**config.mk**
```make
export PLATFORM = sky130hd
export DESIGN_NAME = emasr_top
export DESIGN_NICKNAME = d
export VERILOG_FILES = /design/src/rtl/emasr_pkg.sv /design/src/rtl/emasr_reg_if.sv /design/src/rtl/emasr_serial.sv /design/src/rtl/emasr_top.sv
export SDC_FILE = /design/constraint.sdc
export NUM_CORES = 1
export LEC_CHECK = 0
export ABC_AREA = 1
export BUFFER_PORTS_ARGS = -buffer_cell sky130_fd_sc_hd__buf_2
export CORE_ASPECT_RATIO = 1.5
export CORE_UTILIZATION = 43
export CTS_BUF_LIST = sky130_fd_sc_hd__clkbuf_2 sky130_fd_sc_hd__clkbuf_4 sky130_fd_sc_hd__clkbuf_8
export DETAILED_ROUTE_END_ITERATION = 10
export SKIP_CTS_REPAIR_TIMING = 1
export SYNTH_ARGS = -nofsm -noshare
export SYNTH_HDL_FRONTEND = slang
export SYNTH_SLANG_ARGS = --single-unit
```
**constraint.sdc**
```tcl
create_clock -name clk_i -period 6.4 [get_ports clk_i]
set_input_delay 0.64 -clock clk_i [delete_from_list [all_inputs] [get_ports clk_i]]
set_output_delay 0.64 -clock clk_i [all_outputs]
set_load 0.01 [all_outputs]
```
**src/rtl/emasr_pkg.sv**
```systemverilog
// package: register map, field layout and types of the meter register bank
package emasr_pkg;
  // register byte offsets
  localparam logic [7:0] ALERT_EN_OFF  = 8'h1A;
  localparam logic [7:0] ENERGY_OFF    = 8'h7A;
  localparam logic [7:0] TICK_OFF      = 8'h80;
  localparam logic [7:0] METER_CTL_OFF = 8'h84;
  localparam logic [7:0] SNAP_CTL_OFF  = 8'h85;
  localparam logic [7:0] ENERGY_BYTES  = 8'h06;
  localparam logic [7:0] TICK_BYTES    = 8'h04;
  // widths
  localparam int ENERGY_W = 48;
  localparam int TICK_W   = 32;
  localparam int POWER_W  = 24;
  localparam int SNAP_W   = 16;
  // meter control field positions
  localparam int MC_RESET_BIT  = 7;
  localparam int MC_HALT_BIT   = 6;
  localparam int MC_TOVF_BIT   = 5;
  localparam int MC_EOVF_BIT   = 4;
  localparam int MC_ALERT_BIT  = 3;
  localparam int MC_LOCK_BIT   = 2;
  // snapshot control field positions
  localparam int SC_SEL_LSB    = 4;
  localparam int SC_HALT_BIT   = 3;
  // values after reset
  localparam logic [7:0]          ALERT_EN_RST = 8'h00;
  localparam logic [ENERGY_W-1:0] ENERGY_RST   = 48'h0000_0000_0000;
  localparam logic [TICK_W-1:0]   TICK_RST     = 32'h0000_0000;
  localparam logic [3:0]          SNAP_SEL_RST = 4'h0;
  // serial target address, value arbitrary
  localparam logic [6:0] DEV_ADDR_DEF = 7'h2A;
  localparam logic [3:0] BITS_PER_BYTE = 4'h8;

  // serial engine states, one-hot
  typedef enum logic [4:0] {
    ST_IDLE = 5'b00001,
    ST_RX   = 5'b00010,
    ST_ACK  = 5'b00100,
    ST_TX   = 5'b01000,
    ST_RACK = 5'b10000
  } emasr_st_t;

  // true when addr falls inside a multi-byte register
  function automatic logic in_span(input logic [7:0] a,
                                   input logic [7:0] base,
                                   input logic [7:0] n);
    return (a >= base) && (a < 8'(base + n));
  endfunction
endpackage

```
**src/rtl/emasr_reg_if.sv**
```systemverilog
// interface: byte register access from the serial engine to the bank
`timescale 1ns/100ps
`default_nettype none
interface emasr_reg_if;
  logic       wr_stb;
  logic [7:0] addr;
  logic [7:0] wdata;
  logic [7:0] rdata;
  modport bus  (output wr_stb, output addr, output wdata, input rdata);
  modport regs (input wr_stb, input addr, input wdata, output rdata);
endinterface
`default_nettype wire

```
**src/rtl/emasr_serial.sv**
```systemverilog
// two-wire serial target: address, pointer byte, auto-increment data
`timescale 1ns/100ps
`default_nettype none
module emasr_serial (
  input  wire logic  clk_i,
  input  wire logic  sys_rst_i,
  input  wire logic  scl_i,
  input  wire logic  sda_i,
  output logic       sda_oe_n_o,
  emasr_reg_if.bus   regs
);
  logic scl_m_q, scl_s_q, scl_p_q, sda_m_q, sda_s_q, sda_p_q;
  emasr_pkg::emasr_st_t st_q, st_d;
  logic [7:0] sh_q, sh_d, ptr_q, ptr_d, wdat_q, wdat_d;
  logic [3:0] bit_q, bit_d;
  logic [1:0] byte_q, byte_d;
  logic       rnw_q, rnw_d, nack_q, nack_d, drv_q, drv_d, wr_q, wr_d;
  logic       start, stop, rise, fall, load;
  logic       oe_n_q, oe_n_d;

  // two-stage synchronisers; third stage only feeds edge detection
  always_ff @(posedge clk_i) begin
    if (sys_rst_i) begin
      {scl_m_q, scl_s_q, scl_p_q} <= 3'h7;
      {sda_m_q, sda_s_q, sda_p_q} <= 3'h7;
    end else begin
      {scl_m_q, scl_s_q, scl_p_q} <= {scl_i, scl_m_q, scl_s_q};
      {sda_m_q, sda_s_q, sda_p_q} <= {sda_i, sda_m_q, sda_s_q};
    end
  end

  assign start = scl_s_q & scl_p_q & sda_p_q & ~sda_s_q;
  assign stop  = scl_s_q & scl_p_q & ~sda_p_q & sda_s_q;
  assign rise  = scl_s_q & ~scl_p_q;
  assign fall  = ~scl_s_q & scl_p_q;

  // byte engine; data changes only on scl fall to keep start/stop clean
  always_comb begin
    st_d = st_q; sh_d = sh_q; ptr_d = ptr_q; wdat_d = wdat_q;
    bit_d = bit_q; byte_d = byte_q; rnw_d = rnw_q; nack_d = nack_q;
    drv_d = drv_q; wr_d = 1'b0; load = 1'b0;
    if (wr_q) ptr_d = ptr_q + 8'h01; // step after the write lands
    if (start) begin
      st_d = emasr_pkg::ST_RX; bit_d = 4'h0; byte_d = 2'h0; drv_d = 1'b0;
    end else if (stop) begin
      st_d = emasr_pkg::ST_IDLE; drv_d = 1'b0;
    end else begin
      case (st_q)
        emasr_pkg::ST_RX: begin
          if (rise) begin
            sh_d  = {sh_q[6:0], sda_s_q};
            bit_d = bit_q + 4'h1;
          end else if (fall && bit_q == emasr_pkg::BITS_PER_BYTE) begin
            st_d = emasr_pkg::ST_ACK; drv_d = 1'b1;
            if (byte_q == 2'h0) begin
              rnw_d = sh_q[0];
              if (sh_q[7:1] != emasr_pkg::DEV_ADDR_DEF) begin
                st_d = emasr_pkg::ST_IDLE; drv_d = 1'b0; // not ours
              end
            end else if (byte_q == 2'h1) begin
              ptr_d = sh_q;
            end else begin
              wr_d = 1'b1; wdat_d = sh_q;
            end
            if (byte_q != 2'h2) byte_d = byte_q + 2'h1;
          end
        end
        emasr_pkg::ST_ACK: begin
          if (fall) begin
            bit_d = 4'h0;
            if (rnw_q) load = 1'b1;
            else begin
              st_d = emasr_pkg::ST_RX; drv_d = 1'b0;
            end
          end
        end
        emasr_pkg::ST_TX: begin
          if (fall) begin
            if (bit_q == 4'h7) begin
              st_d = emasr_pkg::ST_RACK; drv_d = 1'b0;
            end else begin
              bit_d = bit_q + 4'h1;
              sh_d  = {sh_q[6:0], 1'b0};
              drv_d = ~sh_q[6];
            end
          end
        end
        emasr_pkg::ST_RACK: begin
          if (rise) nack_d = sda_s_q;
          else if (fall) begin
            bit_d = 4'h0;
            if (nack_q) st_d = emasr_pkg::ST_IDLE;
            else load = 1'b1;
          end
        end
        default: st_d = emasr_pkg::ST_IDLE;
      endcase
    end
    // fetch next read byte, then step the pointer
    if (load) begin
      st_d = emasr_pkg::ST_TX; sh_d = regs.rdata;
      drv_d = ~regs.rdata[7]; ptr_d = ptr_q + 8'h01;
    end
    oe_n_d = ~drv_d; // pin enable is active low, kept in its own flop
  end

  always_ff @(posedge clk_i) begin
    if (sys_rst_i) begin
      st_q <= emasr_pkg::ST_IDLE; sh_q <= 8'h00; ptr_q <= 8'h00;
      wdat_q <= 8'h00; bit_q <= 4'h0; byte_q <= 2'h0; rnw_q <= 1'b0;
      nack_q <= 1'b0; drv_q <= 1'b0; wr_q <= 1'b0;
      oe_n_q <= 1'b1;
    end else begin
      st_q <= st_d; sh_q <= sh_d; ptr_q <= ptr_d; wdat_q <= wdat_d;
      bit_q <= bit_d; byte_q <= byte_d; rnw_q <= rnw_d;
      nack_q <= nack_d; drv_q <= drv_d; wr_q <= wr_d;
      oe_n_q <= oe_n_d;
    end
  end

  assign regs.wr_stb = wr_q;
  assign regs.addr   = ptr_q;
  assign regs.wdata  = wdat_q;
  assign sda_oe_n_o  = oe_n_q; // open drain: low enable pulls sda low
endmodule // emasr_serial
`default_nettype wire

```
**src/rtl/emasr_top.sv**
```systemverilog
// energy meter, alert enables and snapshot control register bank
// What this block does
// - pair over/under alert enables at 0x1A
// - io pair alert enables in same register
// - 48-bit energy accumulator, bytes 0x7A up
// - 32-bit tick counter counts accumulation cycles
// - meter reset bit holds both cleared
// - meter halt bit freezes both values
// - tick wrap sets tick overflow flag
// - energy wrap sets energy overflow flag
// - alert flag latched, host write clears
// - read-only nvm lock status bit
// - reserved bits read zero, writes ignored
// - four-bit snapshot input select field
// - adc halt bit enters snapshot mode
`timescale 1ns/100ps
`default_nettype none
module emasr_top (
  input  wire logic                         clk_i,
  input  wire logic                         sys_rst_i,
  input  wire logic                         scl_i,
  input  wire logic                         sda_i,
  output logic                              sda_o,
  output logic                              sda_oe_n_o,
  input  wire logic                         conv_done_i,
  input  wire logic [emasr_pkg::POWER_W-1:0] power_i,
  input  wire logic                         alert_evt_i,
  input  wire logic                         nvm_factory_locked_i,
  input  wire logic [emasr_pkg::SNAP_W-1:0]  snap_data_i,
  output logic [7:0]                        alert_en_o,
  output logic                              snapshot_mode_o,
  output logic [3:0]                        snapshot_sel_o,
  output logic [emasr_pkg::SNAP_W-1:0]      snap_result_o,
  output logic                              snap_valid_o
);
  emasr_reg_if rif ();
  logic [7:0]                    alen_q, alen_d;
  logic [emasr_pkg::ENERGY_W-1:0] energy_q, energy_d;
  logic [emasr_pkg::TICK_W-1:0]   tick_q, tick_d;
  logic [emasr_pkg::ENERGY_W:0]   sum_e;
  logic [emasr_pkg::TICK_W:0]     sum_t;
  logic mrst_q, mrst_d, mhalt_q, mhalt_d, tovf_q, tovf_d;
  logic eovf_q, eovf_d, agen_q, agen_d, ahalt_q, ahalt_d, sval_q, sval_d;
  logic [3:0]                    sel_q, sel_d;
  logic [emasr_pkg::SNAP_W-1:0]  sres_q, sres_d;
  logic acc, wr_ctl, wr_snap, wr_meter;
  logic [7:0] e_idx, t_idx, rd;

  emasr_serial u_serial (
    .clk_i      (clk_i),
    .sys_rst_i  (sys_rst_i),
    .scl_i      (scl_i),
    .sda_i      (sda_i),
    .sda_oe_n_o (sda_oe_n_o),
    .regs       (rif.bus)
  );

  // decode shared by read mux and write path
  assign e_idx   = rif.addr - emasr_pkg::ENERGY_OFF;
  assign t_idx   = rif.addr - emasr_pkg::TICK_OFF;
  assign wr_ctl  = rif.wr_stb && rif.addr == emasr_pkg::METER_CTL_OFF;
  assign wr_snap = rif.wr_stb && rif.addr == emasr_pkg::SNAP_CTL_OFF;
  assign wr_meter = rif.wr_stb && (emasr_pkg::in_span(rif.addr,
      emasr_pkg::ENERGY_OFF, emasr_pkg::ENERGY_BYTES) ||
      emasr_pkg::in_span(rif.addr, emasr_pkg::TICK_OFF,
      emasr_pkg::TICK_BYTES));
  assign acc   = conv_done_i & ~mrst_q & ~mhalt_q;
  assign sum_e = {1'b0, energy_q} + (emasr_pkg::ENERGY_W+1)'(power_i);
  assign sum_t = {1'b0, tick_q} + 33'h0_0000_0001;

  // read mux; most significant byte at the lowest address
  // multi-byte reads are not atomic; halt the meter for a clean value
  always_comb begin
    rd = 8'h00; // unmapped and reserved read as zero
    if (rif.addr == emasr_pkg::ALERT_EN_OFF) rd = alen_q;
    else if (emasr_pkg::in_span(rif.addr, emasr_pkg::ENERGY_OFF,
                                emasr_pkg::ENERGY_BYTES))
      rd = energy_q[8*(5-int'(e_idx)) +: 8];
    else if (emasr_pkg::in_span(rif.addr, emasr_pkg::TICK_OFF,
                                emasr_pkg::TICK_BYTES))
      rd = tick_q[8*(3-int'(t_idx)) +: 8];
    else if (rif.addr == emasr_pkg::METER_CTL_OFF)
      rd = {mrst_q, mhalt_q, tovf_q, eovf_q, agen_q,
            nvm_factory_locked_i, 2'b00};
    else if (rif.addr == emasr_pkg::SNAP_CTL_OFF)
      rd = {sel_q, ahalt_q, 3'b000};
  end
  assign rif.rdata = rd;

  // next state of the bank; reset hold applied last so it always wins
  always_comb begin
    alen_d = alen_q; energy_d = energy_q; tick_d = tick_q;
    mrst_d = mrst_q; mhalt_d = mhalt_q; tovf_d = tovf_q; eovf_d = eovf_q;
    agen_d = agen_q; sel_d = sel_q; ahalt_d = ahalt_q;
    sres_d = sres_q; sval_d = sval_q;
    if (acc) begin
      energy_d = sum_e[emasr_pkg::ENERGY_W-1:0];
      tick_d   = sum_t[emasr_pkg::TICK_W-1:0];
    end
    if (rif.wr_stb) begin
      if (rif.addr == emasr_pkg::ALERT_EN_OFF)
        alen_d = rif.wdata;
      if (emasr_pkg::in_span(rif.addr, emasr_pkg::ENERGY_OFF,
                             emasr_pkg::ENERGY_BYTES))
        energy_d[8*(5-int'(e_idx)) +: 8] = rif.wdata;
      if (emasr_pkg::in_span(rif.addr, emasr_pkg::TICK_OFF,
                             emasr_pkg::TICK_BYTES))
        tick_d[8*(3-int'(t_idx)) +: 8] = rif.wdata;
    end
    if (wr_ctl) begin // lock and low bits are not stored
      mrst_d  = rif.wdata[emasr_pkg::MC_RESET_BIT];
      mhalt_d = rif.wdata[emasr_pkg::MC_HALT_BIT];
      tovf_d  = rif.wdata[emasr_pkg::MC_TOVF_BIT];
      eovf_d  = rif.wdata[emasr_pkg::MC_EOVF_BIT];
      agen_d  = rif.wdata[emasr_pkg::MC_ALERT_BIT];
    end
    // hardware set wins over a same-cycle host clear
    if (acc && sum_t[emasr_pkg::TICK_W]) tovf_d = 1'b1;
    if (acc && sum_e[emasr_pkg::ENERGY_W]) eovf_d = 1'b1;
    if (alert_evt_i) agen_d = 1'b1;
    if (mrst_q) begin
      energy_d = emasr_pkg::ENERGY_RST;
      tick_d   = emasr_pkg::TICK_RST;
    end
    // snapshot capture; result dropped when selection or mode changes
    // capture first, so a same-cycle write that moves the select voids it
    if (ahalt_q && conv_done_i) begin
      sres_d = snap_data_i;
      sval_d = 1'b1;
    end
    if (wr_snap) begin
      sel_d   = rif.wdata[7:emasr_pkg::SC_SEL_LSB];
      ahalt_d = rif.wdata[emasr_pkg::SC_HALT_BIT];
      if (sel_d != sel_q || !ahalt_d) sval_d = 1'b0;
    end
    if (!ahalt_q) sval_d = 1'b0;
  end

  // register stage only; every decision sits in the block above
  always_ff @(posedge clk_i) begin
    if (sys_rst_i) begin
      alen_q <= emasr_pkg::ALERT_EN_RST; energy_q <= emasr_pkg::ENERGY_RST;
      tick_q <= emasr_pkg::TICK_RST; mrst_q <= 1'b0; mhalt_q <= 1'b0;
      tovf_q <= 1'b0; eovf_q <= 1'b0; agen_q <= 1'b0;
      sel_q <= emasr_pkg::SNAP_SEL_RST; ahalt_q <= 1'b0;
      sres_q <= 16'h0000; sval_q <= 1'b0;
    end else begin
      alen_q <= alen_d; energy_q <= energy_d; tick_q <= tick_d;
      mrst_q <= mrst_d; mhalt_q <= mhalt_d; tovf_q <= tovf_d;
      eovf_q <= eovf_d; agen_q <= agen_d; sel_q <= sel_d;
      ahalt_q <= ahalt_d; sres_q <= sres_d; sval_q <= sval_d;
    end
  end

  // the pin only ever pulls low; the enable carries the data
  assign sda_o           = 1'b0;
  assign alert_en_o      = alen_q;
  assign snapshot_mode_o = ahalt_q; // adc stops sequencing
  assign snapshot_sel_o  = sel_q;
  assign snap_result_o   = sres_q;
  assign snap_valid_o    = sval_q;
endmodule // emasr_top
`default_nettype wire

```
# == Word-level counts from Yosys, hierarchy flattened ==
# Index checks and enable logic that the tools add are counted.
# totals
mem_bits_rw,0
latchBits,0
romBits,0
mem_count,0
elab_cells,237
ff_bits,161
output_inout_bits,32
# classes
muxes,80
div_mod_pow,0
eq_ne,47
magnitude_cmp,4
bitwise_logic,26
n_reduce_logical,32
n_mul,0
addsub,11
shift,6
# ops
operator,count
two-way mux 8 bit,20
two-way mux 48 bit,3
two-way mux 32 bit,3
negator 12 -> 33 bit,2
two-way mux 5 bit,10
adder 48 x 24 -> 49 bit,1
bitwise mux 48 bit,1
"variable shift 8 x 33 -> 48 bit, first input constant",1
indexed part select 48 x 12 -> 8 bit,1
indexed part select 8 x 33 -> 48 bit,1
"adder 32 x 1 -> 33 bit, second input constant",1
"variable shift 8 x 33 -> 32 bit, first input constant",1
indexed part select 8 x 33 -> 32 bit,1
bitwise mux 32 bit,1
two-way mux 4 bit,8
indexed part select 32 x 12 -> 8 bit,1
"!= test 5 x 1 -> 1 bit, second input constant",6
two-way mux 1 bit,28
AND reduction 9 bit,3
"!= test 4 x 1 -> 1 bit, second input constant",6
one-hot mux 5 bit (4 select lines),1
AND reduction 6 bit,3
NOT 1 bit,17
"equality test 8 bit, second input constant",2
other kinds (48),84

# == Logic depth before layout (Yosys ltp) ==
# depth
depth_word,10
mapped_depth,27
depth_no_buf,25

# == Cells and area by module ==
# A second synthesis with hierarchy kept.
# hier_totals
hier_cells,2051
hier_area_um2,12816.0
# modules_own_cells
mod,area_per_inst_um2,seq_area_each_um2,cells_per_inst,n_inst
emasr_top,10144.7,2302.2,1654,1
emasr_serial,2671.3,920.9,397,1

# == Worst setup path after synthesis ==
# No wires, ideal clock.
# synth_timing
path_kind,reg-to-reg
from,register u_serial.ptr_q[1] (netlist: u_serial.regs.addr[1])
to,register energy_q[30] (netlist bit)
required_time_ns,6.285
n_path_buf,2
path_stages_with_launch,26
slack_ns,2.920
setup_time_ns,0.115
arrival_ns,3.365
synth_period_minus_slack_ns,3.480
path_cell_list,dfxtp_1 > buf_4 > inv_4 > ha_1 > inv_1 > nand2_1 > inv_1 > nor2_4 > nand2_1 > nand2_2 > nor2_1 > nand2_1 > nor2_2 > nand3_1 > ha_1 > nor4_1 > nand4_1 > nand2_1 > o21ai_1 > a21oi_4 > nand3_4 > inv_2 > nand3_2 > buf_4 > o21ai_1 > nor2_1
# synth_between
elab_chain_len,7
elab_cells_between_ends,11
# synth_lines
element,line,text
from (decl),emasr_serial.sv:14,"logic [7:0] sh_q, sh_d, ptr_q, ptr_d, wdat_q, wdat_d;"
from (signal assigned),emasr_serial.sv:109,st_q <= emasr_pkg::ST_IDLE; sh_q <= 8'h00; ptr_q <= 8'h00;
from (signal assigned),emasr_serial.sv:114,st_q <= st_d; sh_q <= sh_d; ptr_q <= ptr_d; wdat_q <= wdat_d;
subtractor 8 x 7 -> 8 bit,emasr_top.sv:59,assign e_idx = rif.addr - emasr_pkg::ENERGY_OFF;
subtractor 3 x 8 -> 9 bit,emasr_top.sv:105,energy_d[8*(5-int'(e_idx)) +: 8] = rif.wdata;
negator 12 -> 33 bit,emasr_top.sv:105,
indexed part select 8 x 33 -> 48 bit / variable shift 8 x 33 -> 48 bit (equally long branches),emasr_top.sv:105,
bitwise mux 48 bit,emasr_top.sv:105,
two-way mux 48 bit (*),emasr_top.sv:103,"if (emasr_pkg::in_span(rif.addr, emasr_pkg::ENERGY_OFF,"
two-way mux 48 bit (*),emasr_top.sv:100,if (rif.wr_stb) begin
to (signal assigned),emasr_top.sv:142,alen_q <= emasr_pkg::ALERT_EN_RST; energy_q <= emasr_pkg::ENERGY_RST;
to (signal assigned),emasr_top.sv:148,alen_q <= alen_d; energy_q <= energy_d; tick_q <= tick_d;
to (decl),emasr_top.sv:38,"logic [emasr_pkg::ENERGY_W-1:0] energy_q, energy_d;"
# Mark *: on every way between the ends. The rest lies on a longest branch, timed or not.
# A chain may end at the register's enable or synchronous reset.

# == Worst setup path after layout ==
# layout_timing
from,register u_serial.ptr_q[2] (netlist: u_serial.regs.addr[2])
to,register energy_q[10] (netlist bit)
# Same word-level chain as after synthesis.

==> run_results.csv <==
group,metric,value,unit
outcome,status,"finished, violations left",
outcome,violations,"DRC",
clock_tree,insertion_delay,0.51,ns
yosys,yosys.area_share.simple,32.5,%
route,routed_wl,41.5,mm
critical_path,arrival,4.57,ns
critical_path,crit_required,6.78,ns
critical_path,r2r_start,"u_serial.regs.addr[2]$_SDFF_PP0_",
clock_tree,cts_buffers,17,
final_layout,diodes,0,
sta,fin_crit_sh,65.5,%
sta,finalWorstSetupSlack,2.21,ns
global_routing,overflow,0,
yosys,avgSynthCellArea,6.36,um2
route,firstDrtPassIters,11,
route,vias,12800,
min_path,hp-class,"primary input to flop",
yosys,synthArstFlopShare,0,%
yosys,synthAdderAreaFrac,5.92,%
floorplan,core.rowCount,74,
clock_tree,cts_tree,"built",
power_and_ir_drop,p_int,1.54,mW
route,antenna_left,0,
critical_path,worstSetupPathType,"flop to flop",
power_and_ir_drop,power.total,2.20,mW
yosys,synth_edf_count,0,
clock_tree,clk_pin_slew,0.09,ns
critical_path,end_kind,"flop",
route,route.detailed.drc,4,
floorplan,die_area,28500,um2
critical_path,path_cells,"inv_1 > ha_1 > inv_1 > nand2_1 > a21oi_1 > nand2_2 > clkinv_2 > nand2_4 > nor2_1 > nand3_1 > ha_1 > nor4_1 > nand4_1 > nand2_1 > o21ai_1 > a21oi_4 > nand4_4 > nor2_2 > inv_2 > a21oi_1 > nor3_1",
yosys,synth_cell_type_count,65,
global_routing,gr-usage-all-layers,29.7,%
critical_path,cp-endpoint,"energy_q[10]$_SDFF_PP0_",
yosys,synth_area,12000,um2
clock_tree,cts.sinks,161,
yosys,synth_cells,1882,
yosys,synth.area.mux_share,0.0837,%
clock_tree,cts_root_buf,"clkbuf_8",
sta,fmax,239,MHz
yosys,yosysWarnings,0,
critical_path,worst-r2r-cell-count,21,
placement,place_hpwl,32.1,mm
global_routing,grt_pass1_vias,12345,
placement,placed_cell_area,12600,um2
critical_path,crit_fanout,8,
critical_path,path_buf_inv,4,
sta,slew_violations,0,
floorplan,num_io_pins,79,
route,routedWlPerCell,18.1,um
final_layout,fillers,2953,
critical_path,critical_path.top_delay_family,"simple AND/OR/NAND/NOR gates",
power_and_ir_drop,p_comb_share,14.8,%
sta,setup_viol,0,
floorplan,die_width,138,um
yosys,synth_compound_area_share,20.1,%
route,drt_iter0_markers,892,
global_routing,antenna_found_initial,0,
floorplan,start_util,43.8,%
yosys,synth_flop_cell,"dfxtp_1",
critical_path,critical_path_cell_count,21,
power_and_ir_drop,seq_power_share,47.5,%
flow_run,maxCapViolCount,0,
yosys,yosysSeqAreaShare,26.9,%
critical_path,cpPeakStageDelay,0.50,ns
clock_tree,htreeDepth,4,
final_layout,drive_gt1_share,9.97,%
critical_path,start_kind,"flop",
sta,fin_crit,4.19,ns
sta,tightest_slew,0.967,ns
power_and_ir_drop,p_per_area,169,nW/um2
yosys,synth_xor_area_share,4.60,%
power_and_ir_drop,vdd_drop_max,0.161,mV
critical_path,reg2reg_slack,2.21,ns
clock_tree,clk_path_buf_depth,2,
final_layout,design_area,13000,um2
final_layout,nNetsFinal,2035,
yosys,synth_top_family_by_area,"simple AND/OR/NAND/NOR gates",
power_and_ir_drop,p_leak,5.42,nW
power_and_ir_drop,p_sw_share,29.9,%
power_and_ir_drop,power_switching,0.659,mW
sta,clock_skew,0.0134,ns
sta,slew_headroom,35.4,%
placement,globalplace.congestion,0.972,
floorplan,core_area,27300,um2
sta,setup_tns,0,ns
yosys,synth-seq-cells,161,
sta,hold_violations,0,
global_routing,grt_max_degree,63,
yosys,syn-num-nets,1985,
placement,portBuffers,77,
power_and_ir_drop,clkPwrFrac,37.7,%
floorplan,die_h,206,um
placement,post-place-ws,2.24,ns
final_layout,syn2layout_area_growth,9.06,%
sta,rsz0062_at_grt,"false",
route,viasPerCell,5.60,
critical_path,cp_slowest_cell,"dfxtp_1",
global_routing,grt_pass1_wl,65.7,mm
critical_path,rr_endpoint,"energy_q[10]$_SDFF_PP0_",
critical_path,crit_start,"u_serial.regs.addr[2]$_SDFF_PP0_",
worst register-to-register path, cell delays in order (launching register included):
cell      delay (ns)
dfxtp_1         0.50
inv_1           0.22
ha_1            0.37
inv_1           0.09
nand2_1         0.18
a21oi_1         0.25
nand2_2         0.10
clkinv_2        0.09
nand2_4         0.07
nor2_1          0.11
nand3_1         0.10
ha_1            0.30
nor4_1          0.27
nand4_1         0.14
nand2_1         0.09
o21ai_1         0.09
a21oi_4         0.20
nand4_4         0.19
nor2_2          0.35
inv_2           0.13
a21oi_1         0.15
nor3_1          0.06
stage by stage:
step | std cells | hold WS [ns] | utilization [%]
CTS | 2287 | 0.288 | 47.8
floorplan | 1882 | 0.389 | -
global placement | 2255 | 0.394 | 46.2
global route | 2287 | 0.282 | 47.8
finish | 2287 | 0.309 | 47.8
detailed placement | 2255 | 0.393 | 46.2
cells in the mapped netlist (4+ instances only):
cell / number / share of area (%)
nor2_2: 11 / 0.58
o32ai_1: 4 / 0.29
and3_1: 4 / 0.21
inv_1: 226 / 7.1
a21o_1: 5 / 0.31
nand3_2: 5 / 0.42
xnor2_1: 10 / 0.73
ha_1: 55 / 5.8
nor4_1: 19 / 0.99
nand2_1: 376 / 12
or2_2: 10 / 0.52
o221ai_1: 4 / 0.29
clkbuf_1: 44 / 1.4
a21oi_1: 158 / 6.6
o21ai_1: 14 / 0.59
o21bai_1: 5 / 0.31
a31oi_1: 13 / 0.68
nand2_4: 4 / 0.38
dfxtp_1: 161 / 27
nand4_1: 34 / 1.8
a211oi_1: 6 / 0.38
nand3b_1: 5 / 0.31
nor3_1: 57 / 2.4
o211ai_1: 16 / 1.0
clkinv_1: 6 / 0.19
nor2_1: 216 / 6.8
o22ai_1: 10 / 0.52
nand2_2: 15 / 0.78
nand3_1: 92 / 3.8
buf_2: 6 / 0.25
o21ai_0: 174 / 7.3
a221oi_1: 6 / 0.44
inv_2: 10 / 0.31
buf_4: 5 / 0.31
xor2_1: 51 / 3.7
layout make-up:
| cell class | count | area [um2] | share of cell area, % |
|---|---|---|---|
| repair buffers | 88 | 468 | 3.59 |
| well taps | 342 | 428 | 3.28 |
| inverters | 245 | 926 | 7.10 |
| clock buffers | 18 | 248 | 1.90 |
| clock inverters | 14 | 179 | 1.37 |
| multi-input cells | 1419 | 7570 | 58.1 |
| flip-flops and latches | 161 | 3220 | 24.7 |
layer usage:
metal  vias to the layer above  track usage (%)  part of all wire [%]
li1                       6369                -                     -
met1                      5838             31.8                    40
met2                       459             54.8                    50
met3                       134             4.29                   4.4
met4                         0             19.2                   6.2
met5                         -                0                     0
cells in the final DEF, fill, tap and decap left out, types with 34 or more instances in the layout:
cell and n:
nor3_1 57, o21ai_0 174, nand4_1 34, xor2_1 51, inv_1 226, nand3_1 92, nor2_1 215, ha_1 55
nand2_1 376, dfxtp_1 160, a21oi_1 158, buf_2 77
how the worst min path moves through the flow:
stage	start	to	slack [ns]	depth (start not counted)
floorplan	u_serial.scl_m_q$_SDFF_PP1_	u_serial.scl_s_q$_SDFF_PP1_	0.39	1
CTS	scl_i	u_serial.scl_m_q$_SDFF_PP1_	0.29	2
global route	scl_i	u_serial.scl_m_q$_SDFF_PP1_	0.28	2
detailed placement	u_serial.sda_m_q$_SDFF_PP1_	u_serial.sda_s_q$_SDFF_PP1_	0.39	1
global placement	u_serial.scl_m_q$_SDFF_PP1_	u_serial.scl_s_q$_SDFF_PP1_	0.39	1
finish	scl_i	u_serial.scl_m_q$_SDFF_PP1_	0.31	2
power by group through the flow:
stage / registers, mW / logic [mW] / clock network [mW]
6_report: 1.05 / 0.325 / 0.831
5_1_grt: 1.05 / 0.369 / 0.887
4_1_cts: 1.05 / 0.324 / 0.844
3_5_place_dp: 1.07 / 0.321 / 0
3_3_place_gp: 1.07 / 0.319 / 0
2_1_floorplan: 1.06 / 0.240 / 0
kinds of logic after synthesis:
logic type | Yosys count
flip-flops | 161
buffers and inverters | 302
adder cells (fa/ha/maj) | 56
other | 1
AO/OA/AOI/OAI | 434
XOR/XNOR | 62
multiplexers | 1
AND/OR/NAND/NOR | 865
state kept, by name, summed over array words and instances, names as in the netlist, 2 cells and up:
name and flops:
snap_result_o 16, energy_q 48, u_serial.regs.wdata 8, u_serial.bit_q 4, u_serial.byte_q 2, snapshot_sel_o 4
u_serial.st_q 5, u_serial.regs.addr 8, alert_en_o 8, tick_q 32, u_serial.sh_q 8
Power figures use the tool's default switching activity.
